**src/verilog/pmbus_fault_pkg.sv**
```systemverilog
package pmbus_fault_pkg;

  // ****************************************
  // Command codes of the held settings
  // ****************************************
  localparam logic [7:0] CMD_UT_ACT = 8'h54;
  localparam logic [7:0] CMD_OV_THR = 8'h55;
  localparam logic [7:0] CMD_OV_ACT = 8'h56;
  localparam logic [7:0] CMD_UNIT = 8'hc8;

  // ****************************************
  // Values after reset
  // ****************************************
  localparam logic [15:0] OV_THR_RST = 16'h7bff;
  localparam logic [7:0] OV_ACT_RST = 8'hc0;
  localparam logic [7:0] UT_ACT_RST = 8'hc0;
  localparam logic [15:0] UNIT_RST = 16'h0001;

  // ****************************************
  // Field positions of a response setting
  // ****************************************
  localparam int RESP_HI = 7;
  localparam int RESP_LO = 6;
  localparam int RETRY_HI = 5;
  localparam int RETRY_LO = 3;
  localparam int MULT_HI = 2;
  localparam int MULT_LO = 0;

  // Response and retry codes
  localparam logic [1:0] RESP_IGNORE = 2'h0;
  localparam logic [1:0] RESP_RUN = 2'h1;
  localparam logic [1:0] RESP_RETRY = 2'h2;
  localparam logic [1:0] RESP_LATCH = 2'h3;
  localparam logic [2:0] RETRY_NONE = 3'h0;
  localparam logic [2:0] RETRY_FOREVER = 3'h7;

  // ****************************************
  // Time base: delay unit register counts microseconds
  // ****************************************
  localparam int CLK_NS = 25;
  localparam int UNIT_BASE_NS = 1000;
  localparam int UNIT_BASE_CYC = (UNIT_BASE_NS + CLK_NS - 1) / CLK_NS;
  localparam logic [5:0] UNIT_BASE_LAST = 6'(UNIT_BASE_CYC - 1);

  // Fault handling states
  typedef enum logic [2:0] {
    ST_NORMAL = 3'b000,
    ST_RUN_DELAY = 3'b001,
    ST_OFF_WAIT = 3'b010,
    ST_TRY = 3'b011,
    ST_LATCHED = 3'b100
  } fault_state_t;

endpackage

```
**src/verilog/linear_above.sv**
```systemverilog
`timescale 1ns/1ps
`default_nettype none
module linear_above (
  input wire logic [15:0] sample_i,
  input wire logic [15:0] limit_i,
  output logic above_o
);

  // ****************************************
  // Linear format to common fixed point
  // ****************************************
  // Exponent plus 16 is the exponent with its sign bit flipped
  function automatic logic signed [42:0] to_fixed(input logic [15:0] v);
    logic [4:0] shamt;
    logic signed [42:0] wide;
    shamt = {~v[15], v[14:11]};
    wide = $signed({{32{v[10]}}, v[10:0]});
    to_fixed = wide <<< shamt;
  endfunction

  // Strictly above the threshold counts as a fault
  assign above_o = to_fixed(sample_i) > to_fixed(limit_i);

endmodule
`default_nettype wire

```
**src/verilog/delay_unit_timer.sv**
```systemverilog
`timescale 1ns/1ps
`default_nettype none
module delay_unit_timer (
  input wire logic clk_i,
  input wire logic sys_rst_i,
  input wire logic start_i,
  input wire logic [2:0] mult_code_i,
  input wire logic [15:0] unit_len_i,
  output logic expire_o
);
  import pmbus_fault_pkg::*;

  logic run_r;
  logic [5:0] base_cnt_r;
  logic [15:0] unit_cnt_r;
  logic [7:0] mult_cnt_r;
  logic [7:0] target;
  logic base_tick;
  logic unit_done;
  logic last_unit;

  // ****************************************
  // Decode and tick terms
  // ****************************************
  assign target = 8'h01 << mult_code_i;
  assign base_tick = run_r && (base_cnt_r == UNIT_BASE_LAST);
  // A unit length of zero acts as one
  assign unit_done = base_tick && (({1'b0, unit_cnt_r} + 17'h1) >= {1'b0, unit_len_i});
  assign last_unit = unit_done && ((mult_cnt_r + 8'h1) == target);

  // Single timer, restarted on every start
  always_ff @(posedge clk_i) begin
    if (sys_rst_i || start_i) begin
      base_cnt_r <= 6'h00;
      unit_cnt_r <= 16'h0000;
      mult_cnt_r <= 8'h00;
    end else if (run_r) begin
      base_cnt_r <= base_tick ? 6'h00 : base_cnt_r + 6'h01;
      if (unit_done) begin
        unit_cnt_r <= 16'h0000;
        mult_cnt_r <= mult_cnt_r + 8'h01;
      end else if (base_tick) begin
        unit_cnt_r <= unit_cnt_r + 16'h0001;
      end
    end
  end

  // Run flag and expiry pulse
  always_ff @(posedge clk_i) begin
    if (sys_rst_i) begin
      run_r <= 1'b0;
      expire_o <= 1'b0;
    end else begin
      expire_o <= !start_i && run_r && last_unit;
      if (start_i) begin
        run_r <= 1'b1;
      end else if (last_unit) begin
        run_r <= 1'b0;
      end
    end
  end

  expire_count_a: assert property (@(posedge clk_i) disable iff (sys_rst_i)
    expire_o |-> ($past(mult_cnt_r) + 8'h1) == $past(target))
    else $error("expiry at wrong unit count");

  restart_clear_a: assert property (@(posedge clk_i) disable iff (sys_rst_i)
    start_i |=> (mult_cnt_r == 8'h00) && run_r && !expire_o)
    else $error("timer not restarted");

endmodule
`default_nettype wire

```
**src/verilog/pmbus_fault_retry_response.sv**
```systemverilog
`timescale 1ns/1ps
`default_nettype none
module pmbus_fault_retry_response (
  input wire logic clk_i,
  input wire logic sys_rst_i,
  input wire logic [7:0] reg_cmd_i,
  input wire logic reg_wr_i,
  input wire logic reg_rd_i,
  input wire logic [15:0] reg_wdata_i,
  output logic [15:0] reg_rdata_o,
  output logic reg_rvalid_o,
  input wire logic [15:0] vin_sample_i,
  input wire logic vin_valid_i,
  input wire logic ctrl_pin_i,
  input wire logic op_on_i,
  input wire logic clear_faults_i,
  input wire logic status_clear_i,
  input wire logic other_fault_off_i,
  output logic out_enable_o,
  output logic vin_ov_status_o,
  output pmbus_fault_pkg::fault_state_t state_o
);
  import pmbus_fault_pkg::*;

  // ****************************************
  // Declarations
  // ****************************************
  logic [15:0] ov_thr_r;
  logic [7:0] ov_act_r;
  logic [7:0] ut_act_r;
  logic [15:0] unit_len_r;
  logic ctrl_s1_r;
  logic ctrl_s2_r;
  logic ctrl_s3_r;
  logic ctrl_on_r;
  logic fault_now_r;
  logic off_seen_r;
  logic [2:0] tries_r;
  logic [2:0] tries_nxt;
  fault_state_t state_r;
  fault_state_t state_nxt;
  logic over_w;
  logic cmd_on;
  logic stop_retry;
  logic clear_any;
  logic timer_start;
  logic expire_w;
  logic out_en_nxt;
  logic [1:0] resp_fld;
  logic [2:0] retry_fld;
  logic limit_hit;

  // ****************************************
  // Register port
  // ****************************************
  // Setting writes, narrow settings take the low byte
  always_ff @(posedge clk_i) begin
    if (sys_rst_i) begin
      ov_thr_r <= OV_THR_RST;
      ov_act_r <= OV_ACT_RST;
      ut_act_r <= UT_ACT_RST;
      unit_len_r <= UNIT_RST;
    end else if (reg_wr_i) begin
      unique case (reg_cmd_i)
        CMD_OV_THR: ov_thr_r <= reg_wdata_i;
        CMD_OV_ACT: ov_act_r <= reg_wdata_i[7:0];
        CMD_UT_ACT: ut_act_r <= reg_wdata_i[7:0];
        CMD_UNIT: unit_len_r <= reg_wdata_i;
        default: ;
      endcase
    end
  end

  // Read data, unknown codes read as zero
  always_ff @(posedge clk_i) begin
    if (sys_rst_i) begin
      reg_rdata_o <= 16'h0000;
      reg_rvalid_o <= 1'b0;
    end else begin
      reg_rvalid_o <= reg_rd_i;
      if (reg_rd_i) begin
        unique case (reg_cmd_i)
          CMD_OV_THR: reg_rdata_o <= ov_thr_r;
          CMD_OV_ACT: reg_rdata_o <= {8'h00, ov_act_r};
          CMD_UT_ACT: reg_rdata_o <= {8'h00, ut_act_r};
          CMD_UNIT: reg_rdata_o <= unit_len_r;
          default: reg_rdata_o <= 16'h0000;
        endcase
      end
    end
  end

  // Fields of the response setting
  assign resp_fld = ov_act_r[RESP_HI:RESP_LO];
  assign retry_fld = ov_act_r[RETRY_HI:RETRY_LO];

  // ****************************************
  // Control pin and on command
  // ****************************************
  // Pin synchroniser, level taken once stages two and three agree
  always_ff @(posedge clk_i) begin
    if (sys_rst_i) begin
      ctrl_s1_r <= 1'b0;
      ctrl_s2_r <= 1'b0;
      ctrl_s3_r <= 1'b0;
      ctrl_on_r <= 1'b0;
    end else begin
      ctrl_s1_r <= ctrl_pin_i;
      ctrl_s2_r <= ctrl_s1_r;
      ctrl_s3_r <= ctrl_s2_r;
      if (ctrl_s2_r == ctrl_s3_r) begin
        ctrl_on_r <= ctrl_s3_r;
      end
    end
  end

  assign cmd_on = ctrl_on_r && op_on_i;
  assign stop_retry = !cmd_on || other_fault_off_i;

  // ****************************************
  // Fault detection and status
  // ****************************************
  linear_above u_cmp (
    .sample_i(vin_sample_i),
    .limit_i(ov_thr_r),
    .above_o(over_w)
  );

  // Fault level follows each valid sample
  always_ff @(posedge clk_i) begin
    if (sys_rst_i) begin
      fault_now_r <= 1'b0;
    end else if (vin_valid_i) begin
      fault_now_r <= over_w;
    end
  end

  // Sticky status bit, a new fault wins over a clear
  always_ff @(posedge clk_i) begin
    if (sys_rst_i) begin
      vin_ov_status_o <= 1'b0;
    end else if (fault_now_r) begin
      vin_ov_status_o <= 1'b1;
    end else if (status_clear_i || clear_faults_i) begin
      vin_ov_status_o <= 1'b0;
    end
  end

  // Off seen while latched, armed for the off then on clear
  always_ff @(posedge clk_i) begin
    if (sys_rst_i || state_r != ST_LATCHED) begin
      off_seen_r <= 1'b0;
    end else if (!cmd_on) begin
      off_seen_r <= 1'b1;
    end
  end

  assign clear_any = clear_faults_i || status_clear_i || (off_seen_r && cmd_on);
  assign limit_hit = (retry_fld != RETRY_FOREVER) && (tries_r >= retry_fld);

  // ****************************************
  // Delay timer
  // ****************************************
  delay_unit_timer u_timer (
    .clk_i(clk_i),
    .sys_rst_i(sys_rst_i),
    .start_i(timer_start),
    .mult_code_i(ov_act_r[MULT_HI:MULT_LO]),
    .unit_len_i(unit_len_r),
    .expire_o(expire_w)
  );

  // ****************************************
  // Response state machine
  // ****************************************
  // Next state, timer restarts and attempt count
  always_comb begin
    state_nxt = state_r;
    timer_start = 1'b0;
    tries_nxt = tries_r;
    unique case (state_r)
      ST_NORMAL: begin
        tries_nxt = 3'h0;
        if (fault_now_r && !stop_retry) begin
          unique case (resp_fld)
            RESP_IGNORE: ;
            RESP_RUN: begin
              state_nxt = ST_RUN_DELAY;
              timer_start = 1'b1;
            end
            RESP_RETRY: begin
              if (retry_fld == RETRY_NONE) begin
                state_nxt = ST_LATCHED;
              end else begin
                state_nxt = ST_OFF_WAIT;
                timer_start = 1'b1;
              end
            end
            RESP_LATCH: state_nxt = ST_LATCHED;
          endcase
        end
      end
      ST_RUN_DELAY: begin
        if (stop_retry) begin
          state_nxt = ST_NORMAL;
        end else if (expire_w) begin
          if (!fault_now_r) begin
            state_nxt = ST_NORMAL;
          end else if (retry_fld == RETRY_NONE) begin
            state_nxt = ST_LATCHED;
          end else begin
            state_nxt = ST_OFF_WAIT;
            timer_start = 1'b1;
          end
        end
      end
      ST_OFF_WAIT: begin
        if (stop_retry) begin
          state_nxt = ST_NORMAL;
        end else if (expire_w) begin
          state_nxt = ST_TRY;
          timer_start = 1'b1;
          if (tries_r != RETRY_FOREVER) begin
            tries_nxt = tries_r + 3'h1;
          end
        end
      end
      ST_TRY: begin
        if (stop_retry) begin
          state_nxt = ST_NORMAL;
        end else if (fault_now_r) begin
          // Timer runs on for even spacing, rearmed if it ends in this cycle
          state_nxt = limit_hit ? ST_LATCHED : ST_OFF_WAIT;
          timer_start = expire_w;
        end else if (expire_w) begin
          state_nxt = ST_NORMAL;
        end
      end
      ST_LATCHED: begin
        if (clear_any) begin
          state_nxt = ST_NORMAL;
        end
      end
      default: state_nxt = ST_NORMAL;
    endcase
  end

  // Output allowed in running states only
  assign out_en_nxt = cmd_on && !other_fault_off_i &&
    (state_nxt == ST_NORMAL || state_nxt == ST_RUN_DELAY || state_nxt == ST_TRY);

  // State, attempt count and output enable
  always_ff @(posedge clk_i) begin
    if (sys_rst_i) begin
      state_r <= ST_NORMAL;
      tries_r <= 3'h0;
      out_enable_o <= 1'b0;
    end else begin
      state_r <= state_nxt;
      tries_r <= tries_nxt;
      out_enable_o <= out_en_nxt;
    end
  end

  assign state_o = state_r;

  // ****************************************
  // Checks
  // ****************************************
  threshold_write_a: assert property (@(posedge clk_i) disable iff (sys_rst_i)
    (reg_wr_i && reg_cmd_i == CMD_OV_THR) |=> ov_thr_r == $past(reg_wdata_i))
    else $error("threshold not stored");

  ignore_runs_a: assert property (@(posedge clk_i) disable iff (sys_rst_i)
    (state_r == ST_NORMAL && fault_now_r && cmd_on && !other_fault_off_i
      && resp_fld == RESP_IGNORE) |=> out_enable_o && state_r == ST_NORMAL)
    else $error("ignored fault interrupted output");

  delay_running_a: assert property (@(posedge clk_i) disable iff (sys_rst_i)
    (state_r == ST_RUN_DELAY && cmd_on && !other_fault_off_i && !expire_w)
      |=> out_enable_o)
    else $error("output off during run delay");

  disable_now_a: assert property (@(posedge clk_i) disable iff (sys_rst_i)
    (state_r == ST_NORMAL && fault_now_r && cmd_on && resp_fld == RESP_RETRY)
      |=> !out_enable_o ##1 !out_enable_o)
    else $error("output not disabled at once");

  latch_holds_a: assert property (@(posedge clk_i) disable iff (sys_rst_i)
    (state_r == ST_LATCHED && !clear_any) |=> state_r == ST_LATCHED && !out_enable_o)
    else $error("latched fault left without clear");

  clear_exits_a: assert property (@(posedge clk_i) disable iff (sys_rst_i)
    (state_r == ST_LATCHED && (clear_faults_i || status_clear_i)) |=> state_r == ST_NORMAL)
    else $error("clear did not release latch");

  off_on_clear_a: assert property (@(posedge clk_i) disable iff (sys_rst_i)
    (state_r == ST_LATCHED && off_seen_r && cmd_on) |=> state_r == ST_NORMAL)
    else $error("off then on did not release latch");

  no_retry_latch_a: assert property (@(posedge clk_i) disable iff (sys_rst_i)
    (state_r == ST_NORMAL && fault_now_r && cmd_on && resp_fld == RESP_RETRY
      && retry_fld == RETRY_NONE && !other_fault_off_i) |=> state_r == ST_LATCHED)
    else $error("zero retries did not latch");

  attempts_spent_a: assert property (@(posedge clk_i) disable iff (sys_rst_i)
    (state_r == ST_TRY && cmd_on && !other_fault_off_i && fault_now_r
      && retry_fld != RETRY_FOREVER && tries_r == retry_fld) |=> state_r == ST_LATCHED)
    else $error("spent retries did not latch");

  attempt_count_a: assert property (@(posedge clk_i) disable iff (sys_rst_i)
    (state_r == ST_TRY && retry_fld != RETRY_FOREVER) |-> tries_r <= retry_fld)
    else $error("more attempts than programmed");

  forever_retry_a: assert property (@(posedge clk_i) disable iff (sys_rst_i)
    (state_r == ST_TRY && cmd_on && !other_fault_off_i && fault_now_r
      && retry_fld == RETRY_FOREVER) |=> state_r == ST_OFF_WAIT)
    else $error("endless retry stopped");

endmodule
`default_nettype wire

```
**config.mk**
```make
export PLATFORM = sky130hd
export DESIGN_NAME = pmbus_fault_retry_response
export DESIGN_NICKNAME = d
export VERILOG_FILES = /design/src/verilog/pmbus_fault_pkg.sv /design/src/verilog/linear_above.sv /design/src/verilog/delay_unit_timer.sv /design/src/verilog/pmbus_fault_retry_response.sv
export SDC_FILE = /design/constraint.sdc
export NUM_CORES = 1
export LEC_CHECK = 0
export BUFFER_PORTS_ARGS = -buffer_cell sky130_fd_sc_hd__buf_2
export CAP_MARGIN = 20
export CORE_UTILIZATION = 30
export CTS_CLUSTER_DIAMETER = 200
export DETAILED_ROUTE_END_ITERATION = 16
export PLACE_DENSITY = 0.55
export REMOVE_ABC_BUFFERS = 1
export SKIP_LAST_GASP = 1
export SYNTH_ARGS = -nofsm -noshare
export SYNTH_HDL_FRONTEND = slang
export SYNTH_SLANG_ARGS = --single-unit
```
**constraint.sdc**
```tcl
create_clock -name clk_i -period 3.82 [get_ports clk_i]
set_input_delay 0.764 -clock clk_i [delete_from_list [all_inputs] [get_ports clk_i]]
set_output_delay 0.764 -clock clk_i [all_outputs]
set_load 0.02 [all_outputs]
```
; Word-level counts from Yosys, hierarchy flattened
; Cells that the tools add are included.
[op_classes]
addsub = 5
order_cmp = 3
n_eq_ne = 22
shifts = 3
n_mux = 37
bitwise = 2
reduce_logical = 36
[ops]
columns = op, n
row1 = $sshl 11x5->43, 2
row2 = $pmux 16 s4, 1
row3 = $mux 3, 15
row4 = $gt 43x43->1, 1
row5 = $mux 16, 2
row6 = $eq 8x7->1 const B, 3
row7 = $add 16x1->17 const B, 1
row8 = $ge 17x16->1, 1
row9 = $add 16x1->16 const B, 1
row10 = $pmux 3 s5, 1
row11 = $mux 1, 13
row12 = $reduce_and 2->1, 6
row13 = $logic_and 1x1->1, 11
row14 = $eq 3x2->1 const B, 3
row15 = $logic_not 3->1, 3
row16 = $ne 3x3->1 const B, 3
row17 = $pmux 3 s3, 1
row18 = $add 8x1->8 const B, 1
row19 = $eq 8x8->1, 1
row20 = $eq 8x8->1 const B, 1
row21 = $reduce_bool 2->1, 4
row22 = $shl 1x3->8 const A, 1
row23 = $logic_or 1x1->1, 7
row24 = $add 6x1->6 const B, 1
row25 = other kinds (17), 24
[totals]
regBits = 111
in_bits = 50
output_inout_bits = 22
wordCells = 129

; Depth between registers and ports, before layout
; Gate-level depths: netlist (run 1).
[logic_depth]
word_depth = 11
mapped_depth = 17
mapped_depth_nobuf = 15

; By module
; From an unflattened synthesis (run 1), not the netlist that was laid out.
[unflattened]
hier_cells = 1135
hier_area_um2 = 8764.7
[modules_own_cells]
columns = module, n_inst, cells_per_inst, area_per_inst_um2, seq_area_each_um2
row1 = pmbus_fault_retry_response, 1, 397, 3460.8, 1581.5
row2 = linear_above, 1, 404, 2720.1, 0.0
row3 = delay_unit_timer, 1, 334, 2583.7, 640.6

; Worst setup path before layout (run 1)
; No wires, ideal clock.
[synth_timing]
path_type = input to register
from = in vin_sample_i[11]
to = reg fault_now_r
setup_time_ps = 62
arrival_time_ps = 3731
required_ps = 3758
path_slack_ps = 26
stages = 13
n_path_buf = 2
cell_sequence = clkbuf_1 -> buf_2 -> a21boi_0 -> a311oi_1 -> a21oi_1 -> mux2_2 -> a22o_1 -> ha_1 -> nand4_1 -> nor4_1 -> a2111oi_0 -> or4b_2 -> nand3_1
[synth_between]
elab_chain_cells = 2
[synth_lines]
columns = item, line_no
row1 = start: declaration, pmbus_fault_retry_response.sv:12  ; input wire logic [15:0] vin_sample_i,
row2 = $sshl 11x5->43, linear_above.sv:18  ; to_fixed = wide <<< shamt;
row3 = $gt 43x43->1, linear_above.sv:22  ; assign above_o = to_fixed(sample_i) > to_fixed(limit_i);
row4 = end signal: assignment, pmbus_fault_retry_response.sv:134  ; fault_now_r <= over_w;
row5 = end: declaration, pmbus_fault_retry_response.sv:36  ; logic fault_now_r;
; No other way between the ends.
; A chain may end at the register's enable or synchronous reset.

; Worst setup path in the final report (run 1)
[layout_timing]
from = reg ov_thr_r[12]
to = reg fault_now_r
[layout_between]
elab_chain_cells = 2
[layout_lines]
columns = item, line_no
row1 = start: declaration, pmbus_fault_retry_response.sv:28  ; logic [15:0] ov_thr_r;
row2 = start signal: assignment, pmbus_fault_retry_response.sv:65  ; CMD_OV_THR: ov_thr_r <= reg_wdata_i;
row3 = $sshl 11x5->43, linear_above.sv:18
row4 = $gt 43x43->1, linear_above.sv:22
; No other way between the ends.

==> results by group, run 1 <==
Clocking
  • CTS Buffer Depth: 2
  • Reg clk slew, reported paths: about 80 ps
  • # hold bufs at CTS: 0
  • CTS Buf Count: 9
  • Root buf cell: clkbuf_16
  • CTS HTree Levels: 3
  • TritonCTS clock tree: done
  • CTS Sinks: 111
  • Worst-Skew Late Latency: 360 ps

Power and ir drop
  • Combinational share of power: 0.136
  • NetSw: 0.714 mW
  • Switching Fraction: 0.287
  • Power density over the cells: 255 mW/mm^2
  • Clock power share: 0.396
  • Leak Pwr: about 4 nW
  • Reg power frac: 0.469
  • Cell-internal power: 1.77 mW
  • Peak VDD IR: approximately 0.21 mV

Floorplanning
  • Starting Density: 0.306
  • Chip Height: ~170 um
  • Rows: a little over 60
  • Die footprint: between 0.02 and 0.03 mm^2
  • Die W: 170 um
  • Ports: 72
  • Core Box Area: approximately 0.028 mm^2

Synth
  • Top cells by count, synth: 196 x nand2_1, 111 x dfxtp_1, 109 x a21oi_1
  • Synthesized area: ~0.0085 mm^2
  • Post-synth EDFFs: 0
  • Top FF cell, synth: dfxtp_1
  • Leading area contributor after synthesis: dfxtp_1
  • Avg Cell Area, Syn: 7.42 um^2
  • Yosys reg bits: 111
  • Warnings, synthesis: 0
  • Top cell type's share of synthesized area: 0.261
  • Cell with the most instances after synthesis: nand2_1
  • Async set-reset flop share out of synthesis: 0
  • Top post-synthesis cells by area: dfxtp_1 26%, ha_1 10%, nand2_1 8.6%, a21oi_1 6.4%, mux2i_1 5.2%
  • Register area share after synthesis: 0.261
  • Cells after Synth: between 1000 and 1500
  • Library cells used by synthesis: 68

Run
  • Max-cap viol count: 0

Worst setup path
  • CP max stage delay: approximately 660 ps
  • Setup CP Type: register to register
  • Worst endpoint required time: slightly above 4000 ps
  • Worst Path Arrival: 3920 ps
  • CP endpoint kind: register
  • Worst-path fanout max: 9
  • Worst setup SP type: register
  • CP cell instances: buf_4 -> mux2_2 -> mux2i_1 -> o21ai_0 -> o21ba_2 -> a22oi_1 -> ha_1 -> nand4_1 -> nor4_1 -> a2111oi_0 -> or4b_2 -> nand3_1
  • Slowest CP cell: or4b_2

Timing
  • Fmax: 277 MHz
  • RSZ-0062 raised after global routing: no
  • # setup viols final: 0
  • Slew headroom: 0.439
  • Fin. Hold Viols: 0
  • Post-Route Setup TNS: 0 ps
  • Fin crit share: 0.945
  • Final Slew Violations: 0
  • Clk_skew: ~16 ps
  • Slew @ Worst Pin: 835 ps
  • Smallest hold slack: 448 ps
  • Period minus WS final: between 3000 and 4000 ps

Global route
  • Initial antenna violation count: 0
  • First-pass GRT wire length: around 40000 um
  • Largest net degree at the start of global routing: 46
  • Total track usage: 0.173
  • Vias in the first global route: 7710
  • Gr ovfl total: 0

Routing
  • DR vias/cell: ~5.2
  • DR vias: 8275
  • Final WL: between 20000 and 25000 um
  • 1st-pass router iterations: 8
  • Antenna-violating nets left: 0
  • DR DRC count: 0
  • WL/cell: about 16 um
  • DRT iter0 DRCs: just under 600

Placed design
  • Placed cells: ~1600
  • DP Area: about 0.0094 mm^2
  • Routability cong.: 0.882
  • Port buffer count: just over 70
  • Detail Placement HPWL: between 15000 and 20000 um

Final layout
  • Share of cells above drive strength 1: 0.141
  • # diodes: 0
  • Final std cells w/o fill: 1588
  • Layout Nets: between 1000 and 1500
  • Util after Layout: 0.350
  • Area growth, synth to finish: 14.4%
  • Final instance area: between 0.009 and 0.01 mm^2

Outcome
  • Status: finished clean

Worst hold path
  • Hold WC Path Type: register to register
[layer usage]
metal  track usage  part of all wire  wire length, um
met1         0.239              0.50            12300
met3        0.0214             0.034              856
met5             0                 0                0
met4        0.0388             0.010              249
met2         0.286              0.46            11400
[power groups by stage]
stage	logic (mW)	registers (mW)	clock network (mW)
floorplan	0.176	1.19	0
finish	0.337	1.16	0.983
detailed placement	0.335	1.19	0
global placement	0.333	1.19	0
CTS	0.336	1.16	1.01
global route	0.375	1.17	1.05
[final cells by class]
type,count,area (um^2)
Tap cell,378,473
Clock inverter,7,83.8
Timing Repair Buffer,120,736
Multi-Input combinational cell,928,5870
Fill cell,2947,18100
Sequential cell,111,2220
Inverter,35,131
Clock buffer,9,225
[state kept, by name (all words and copies together), names as in the netlist, 6 cells and up]
signal              cells
ov_thr_r               16
reg_rdata_o            16
u_timer.unit_cnt_r     16
unit_len_r             16
ov_act_r                8
u_timer.mult_cnt_r      8
ut_act_r                8
u_timer.base_cnt_r      6
[per-stage QoR]
stage | total power [mW] | worst slack [ps]
2_1_floorplan | 1.37 | 333
3_3_place_gp | 1.52 | -7.63
3_5_place_dp | 1.53 | -113
4_1_cts | 2.51 | 95.4
5_1_grt | 2.59 | 11.3
6_report | 2.48 | 209
[path summary, 6_finish.rpt]
| path | from | to | slack [ps] | cells after the start |
|---|---|---|---|---|
| min | ctrl_s1_r$_SDFF_PP0_ | ctrl_s2_r$_SDFF_PP0_ | 450 | 1 |
| max reg2reg | ov_thr_r[12]$_SDFFE_PP1P_ | fault_now_r$_SDFFE_PP0P_ | 210 | 12 |
| min reg2reg | ctrl_s1_r$_SDFF_PP0_ | ctrl_s2_r$_SDFF_PP0_ | 450 | 1 |
| max | ov_thr_r[12]$_SDFFE_PP1P_ | fault_now_r$_SDFFE_PP0P_ | 210 | 12 |
[worst max-delay path, delay by kind of cell (launching register included)]
| kind | cells | cell delay (ps) |
|---|---|---|
| compound gates | 4 | 840 |
| buf+inv | 1 | 210 |
| mux | 2 | 550 |
| simple gates | 4 | 1300 |
| fa+ha+maj | 1 | 190 |
| flops | 1 | 470 |
[cell usage in the layout, fill, tap and decap left out, types with 9 or more instances in the layout]
cell,instances
mux2_2,10
nand2_1,196
a21o_1,11
ha_1,70
nand3_1,42
a22o_1,9
inv_1,33
nor2_1,85
mux2i_1,44
buf_2,71
nand4_1,15
dfxtp_1,110
nand2b_1,11
o21ai_0,58
nor2b_1,29
xnor2_1,16
nand3b_1,20
nor3_1,24
a21oi_1,109
xor2_1,14
and3_1,12
buf_4,48
clkbuf_16,9
[cell families after synthesis]
| logic type | after synthesis | synth area share |
|---|---|---|
| xor gates and xnor gates | 30 | 0.0309 |
| DFF | 111 | 0.261 |
| and+or+nand+nor | 483 | 0.274 |
| buffers and inverters | 109 | 0.0501 |
| adders and majority gates | 70 | 0.103 |
| muxes | 54 | 0.0650 |
| AOI/OAI and AO/OA | 291 | 0.216 |
[what timing repair did]
action / in CTS / in global routing
gates resized for setup: 0 / 1
setup endpoints to repair: 0 / 1
setup buffers: 0 / 0
Power figures use the tool's default switching activity.
==> run 2: changes to the inputs <==
--- a/config.mk
+++ b/config.mk
@@ -8,8 +8,10 @@
 export BUFFER_PORTS_ARGS = -buffer_cell sky130_fd_sc_hd__buf_2
 export CAP_MARGIN = 20
+export CELL_PAD_IN_SITES_DETAIL_PLACEMENT = 1
+export CELL_PAD_IN_SITES_GLOBAL_PLACEMENT = 2
 export CORE_UTILIZATION = 30
 export CTS_CLUSTER_DIAMETER = 200
 export DETAILED_ROUTE_END_ITERATION = 16
-export PLACE_DENSITY = 0.55
+export PLACE_DENSITY = 0.81
 export REMOVE_ABC_BUFFERS = 1
 export SKIP_LAST_GASP = 1
==> constraint.sdc (replaced) <==
create_clock -name clk_i -period 3.82 [get_ports clk_i]
set_input_delay 0.764 -clock clk_i [delete_from_list [all_inputs] [get_ports clk_i]]
set_output_delay 0.764 -clock clk_i [all_outputs]
set_load 0.005 [all_outputs]
==> run 2 against run 1 <==
  * Worst hold slack better by 6.9 ps
  * Critical path depth down 1
  * Critical path type unchanged
  * Worst setup slack better by 45 ps
  * Highest routed layer is now met5
  * Register-to-register slack better by 50 ps
  * Clock power up 2%
  * Maximum frequency up 1.3%
==> results by group, run 2 (synthesis results as in run 1) <==
Outcome
  • Status: finished clean (unchanged)

Clocking
  • Root buf cell: clkbuf_16 (unchanged)
  • CTS HTree Levels: 3 (unchanged)
  • TritonCTS clock tree: done (unchanged)
  • Post-CTS Setup Inserts: 0 (unchanged)
  • Reg clk slew, reported paths: 90 ps (was 80 ps)
  • CTS Sinks: 111 (unchanged)
  • # hold bufs at CTS: 0 (unchanged)
  • Worst-Skew Late Latency: 370 ps (was 360 ps)
  • CTS Buffer Depth: 2 (unchanged)
  • CTS Buf Count: 9 (unchanged)
  • CTS resizes: 1 (was 0)

Final layout
  • Area of the multi-input gates: 0.00587 mm^2 (about the same)
  • FF/Latch Area: 0.00223 mm^2 (was 0.00222 mm^2)
  • Leading cell type in the layout, fill and taps excluded: nand2_1 (unchanged)
  • Fillcell total: 3490 (was 2947)
  • Share of cells above drive strength 1: 0.143 (was 0.141)
  • Area growth, synth to finish: 14.3% (was 14.4%)
  • Layout Nets: 1323 (was 1325)
  • # diodes: 0 (unchanged)
  • Highest-count cells in the layout ignoring fill and taps: 196 x nand2_1, 108 x a21oi_1, 108 x dfxtp_1 (was 196 x nand2_1, 110 x dfxtp_1, 109 x a21oi_1)

Power and ir drop
  • Peak VDD IR: 0.190 mV (was 0.213 mV)
  • Leak Pwr: 4.09 nW (was 4.10 nW)
  • Power density over the cells: 257 mW/mm^2 (was 255 mW/mm^2)

Worst setup path
  • R2R depth: 11 (was 12)
  • Setup CP Type: register to register (unchanged)
  • Worst-path fanout max: 13 (was 9)
  • Worst Path Arrival: 3880 ps (was 3920 ps)
  • Worst endpoint required time: 4130 ps (about the same)
  • Worst setup SP type: register (unchanged)
  • CP max stage delay: 690 ps (was 660 ps)
  • Slowest CP cell: or4b_2 (unchanged)
  • CP endpoint kind: register (unchanged)
  • CP cell instances: mux2_2 -> mux2i_1 -> o21ai_0 -> o21ba_2 -> a21boi_0 -> ha_1 -> nand4_1 -> nor4_1 -> nand2_1 -> or4b_2 -> nand3_1 (was buf_4 -> mux2_2 -> mux2i_1 -> o21ai_0 -> o21ba_2 -> a22oi_1 -> ha_1 -> nand4_1 -> nor4_1 -> a2111oi_0 -> or4b_2 -> nand3_1)

Routing
  • DRT iter0 DRCs: 396 (was 583)
  • DR vias/cell: 5.27 (was 5.21)
  • 1st-pass router iterations: 5 (was 8)
  • Antenna-violating nets left: 0 (unchanged)
  • WL/cell: 17.2 um (was 15.6 um)
  • DR vias: 8364 (was 8275)
  • Final WL: 27300 um (was 24800 um)
  • DR DRC count: 0 (unchanged)

Timing
  • Final Slew Violations: 0 (unchanged)
  • Fin crit share: 0.934 (was 0.945)
  • RSZ-0062 raised after global routing: no (unchanged)
  • Slew @ Worst Pin: 747 ps (was 835 ps)
  • Clk_skew: 14.9 ps (was 16.3 ps)
  • Period minus WS final: 3570 ps (was 3610 ps)
  • Fmax: 280 MHz (was 277 MHz)
  • Setup ws final: 254 ps (was 209 ps)
  • Slew headroom: 0.501 (was 0.439)
  • Fin. Hold Viols: 0 (unchanged)
  • # setup viols final: 0 (unchanged)
  • Post-Route Setup TNS: 0 ps (unchanged)

Global route
  • First-pass GRT wire length: 44900 um (was 39900 um)
  • Gr ovfl total: 0 (unchanged)
  • Vias in the first global route: 8561 (was 7710)
  • Initial antenna violation count: 1 (was 0)
  • Largest net degree at the start of global routing: 66 (was 46)
  • Total track usage: 0.194 (was 0.173)

Floorplanning
  • Rows: 61 (unchanged)
  • Die footprint: 0.0291 mm^2 (unchanged)
  • Starting Density: 0.306 (unchanged)
  • Chip Height: 170 um (unchanged)
  • Ports: 72 (unchanged)
  • Die W: 170 um (unchanged)
  • Core Box Area: 0.0279 mm^2 (unchanged)

Run
  • Max-cap viol count: 0 (unchanged)

Placed design
  • Pre-CTS setup slack: -122 ps (was -113 ps)
  • Port buffer count: 71 (unchanged)
  • Detail Placement HPWL: 21300 um (was 19300 um)
  • Routability cong.: 0.907 (was 0.882)

Worst hold path
  • Hold path cells: 1 (unchanged)
  • Hold WC Path Type: register to register (unchanged)
run 2: final timing paths:
| check | start | to | slack (ps) |
|---|---|---|---|
| worst max-delay path | ov_thr_r[12]$_SDFFE_PP1P_ | fault_now_r$_SDFFE_PP0P_ | 250 |
| worst min-delay path | ctrl_s1_r$_SDFF_PP0_ | ctrl_s2_r$_SDFF_PP0_ | 450 |
| worst max register to register | ov_thr_r[12]$_SDFFE_PP1P_ | fault_now_r$_SDFFE_PP0P_ | 250 |
| worst min register to register | ctrl_s1_r$_SDFF_PP0_ | ctrl_s2_r$_SDFF_PP0_ | 450 |
run 2: layout make-up:
cell class / count / area share
tap: 378 / 0.0486
clock buffer: 9 / 0.0231
timing repair buffer: 118 / 0.0741
sequential: 111 / 0.229
inverter: 35 / 0.0135
multi-input combinational: 928 / 0.603
clock inverter: 7 / 0.00836
run 2: stage by stage:
stage | hold WS (ps) | cells | util | power, mW | area, um^2
after floorplan | 414 | 1074 | - | 1.37 | 8220
after CTS | 456 | 1586 | 0.349 | 2.54 | 9720
after global placement | 419 | 1570 | 0.338 | 1.53 | 9410
after detailed placement | 434 | 1570 | 0.338 | 1.53 | 9410
final | 454 | 1586 | 0.349 | 2.51 | 9730
after global routing | 475 | 1586 | 0.349 | 2.61 | 9730
run 2: critical path: cells and delay by family, from the launching register on:
kind	cells	cell delay, ps
compound gates	3	810
fa+ha+maj	1	210
flops	1	460
mux	2	570
simple gates	5	1450
run 2: layer usage:
metal	up-vias	track usage	wire (um)
met5	-	0	11
li1	4195	-	-
met3	31	0.0235	718
met1	4024	0.254	13200
met4	2	0.0501	518
met2	112	0.335	12800
run 2: power by group:
| group | switching (mW) | internal (mW) |
|---|---|---|
| registers | 0.00441 | 1.16 |
| logic | 0.205 | 0.139 |
| clock network | 0.526 | 0.473 |
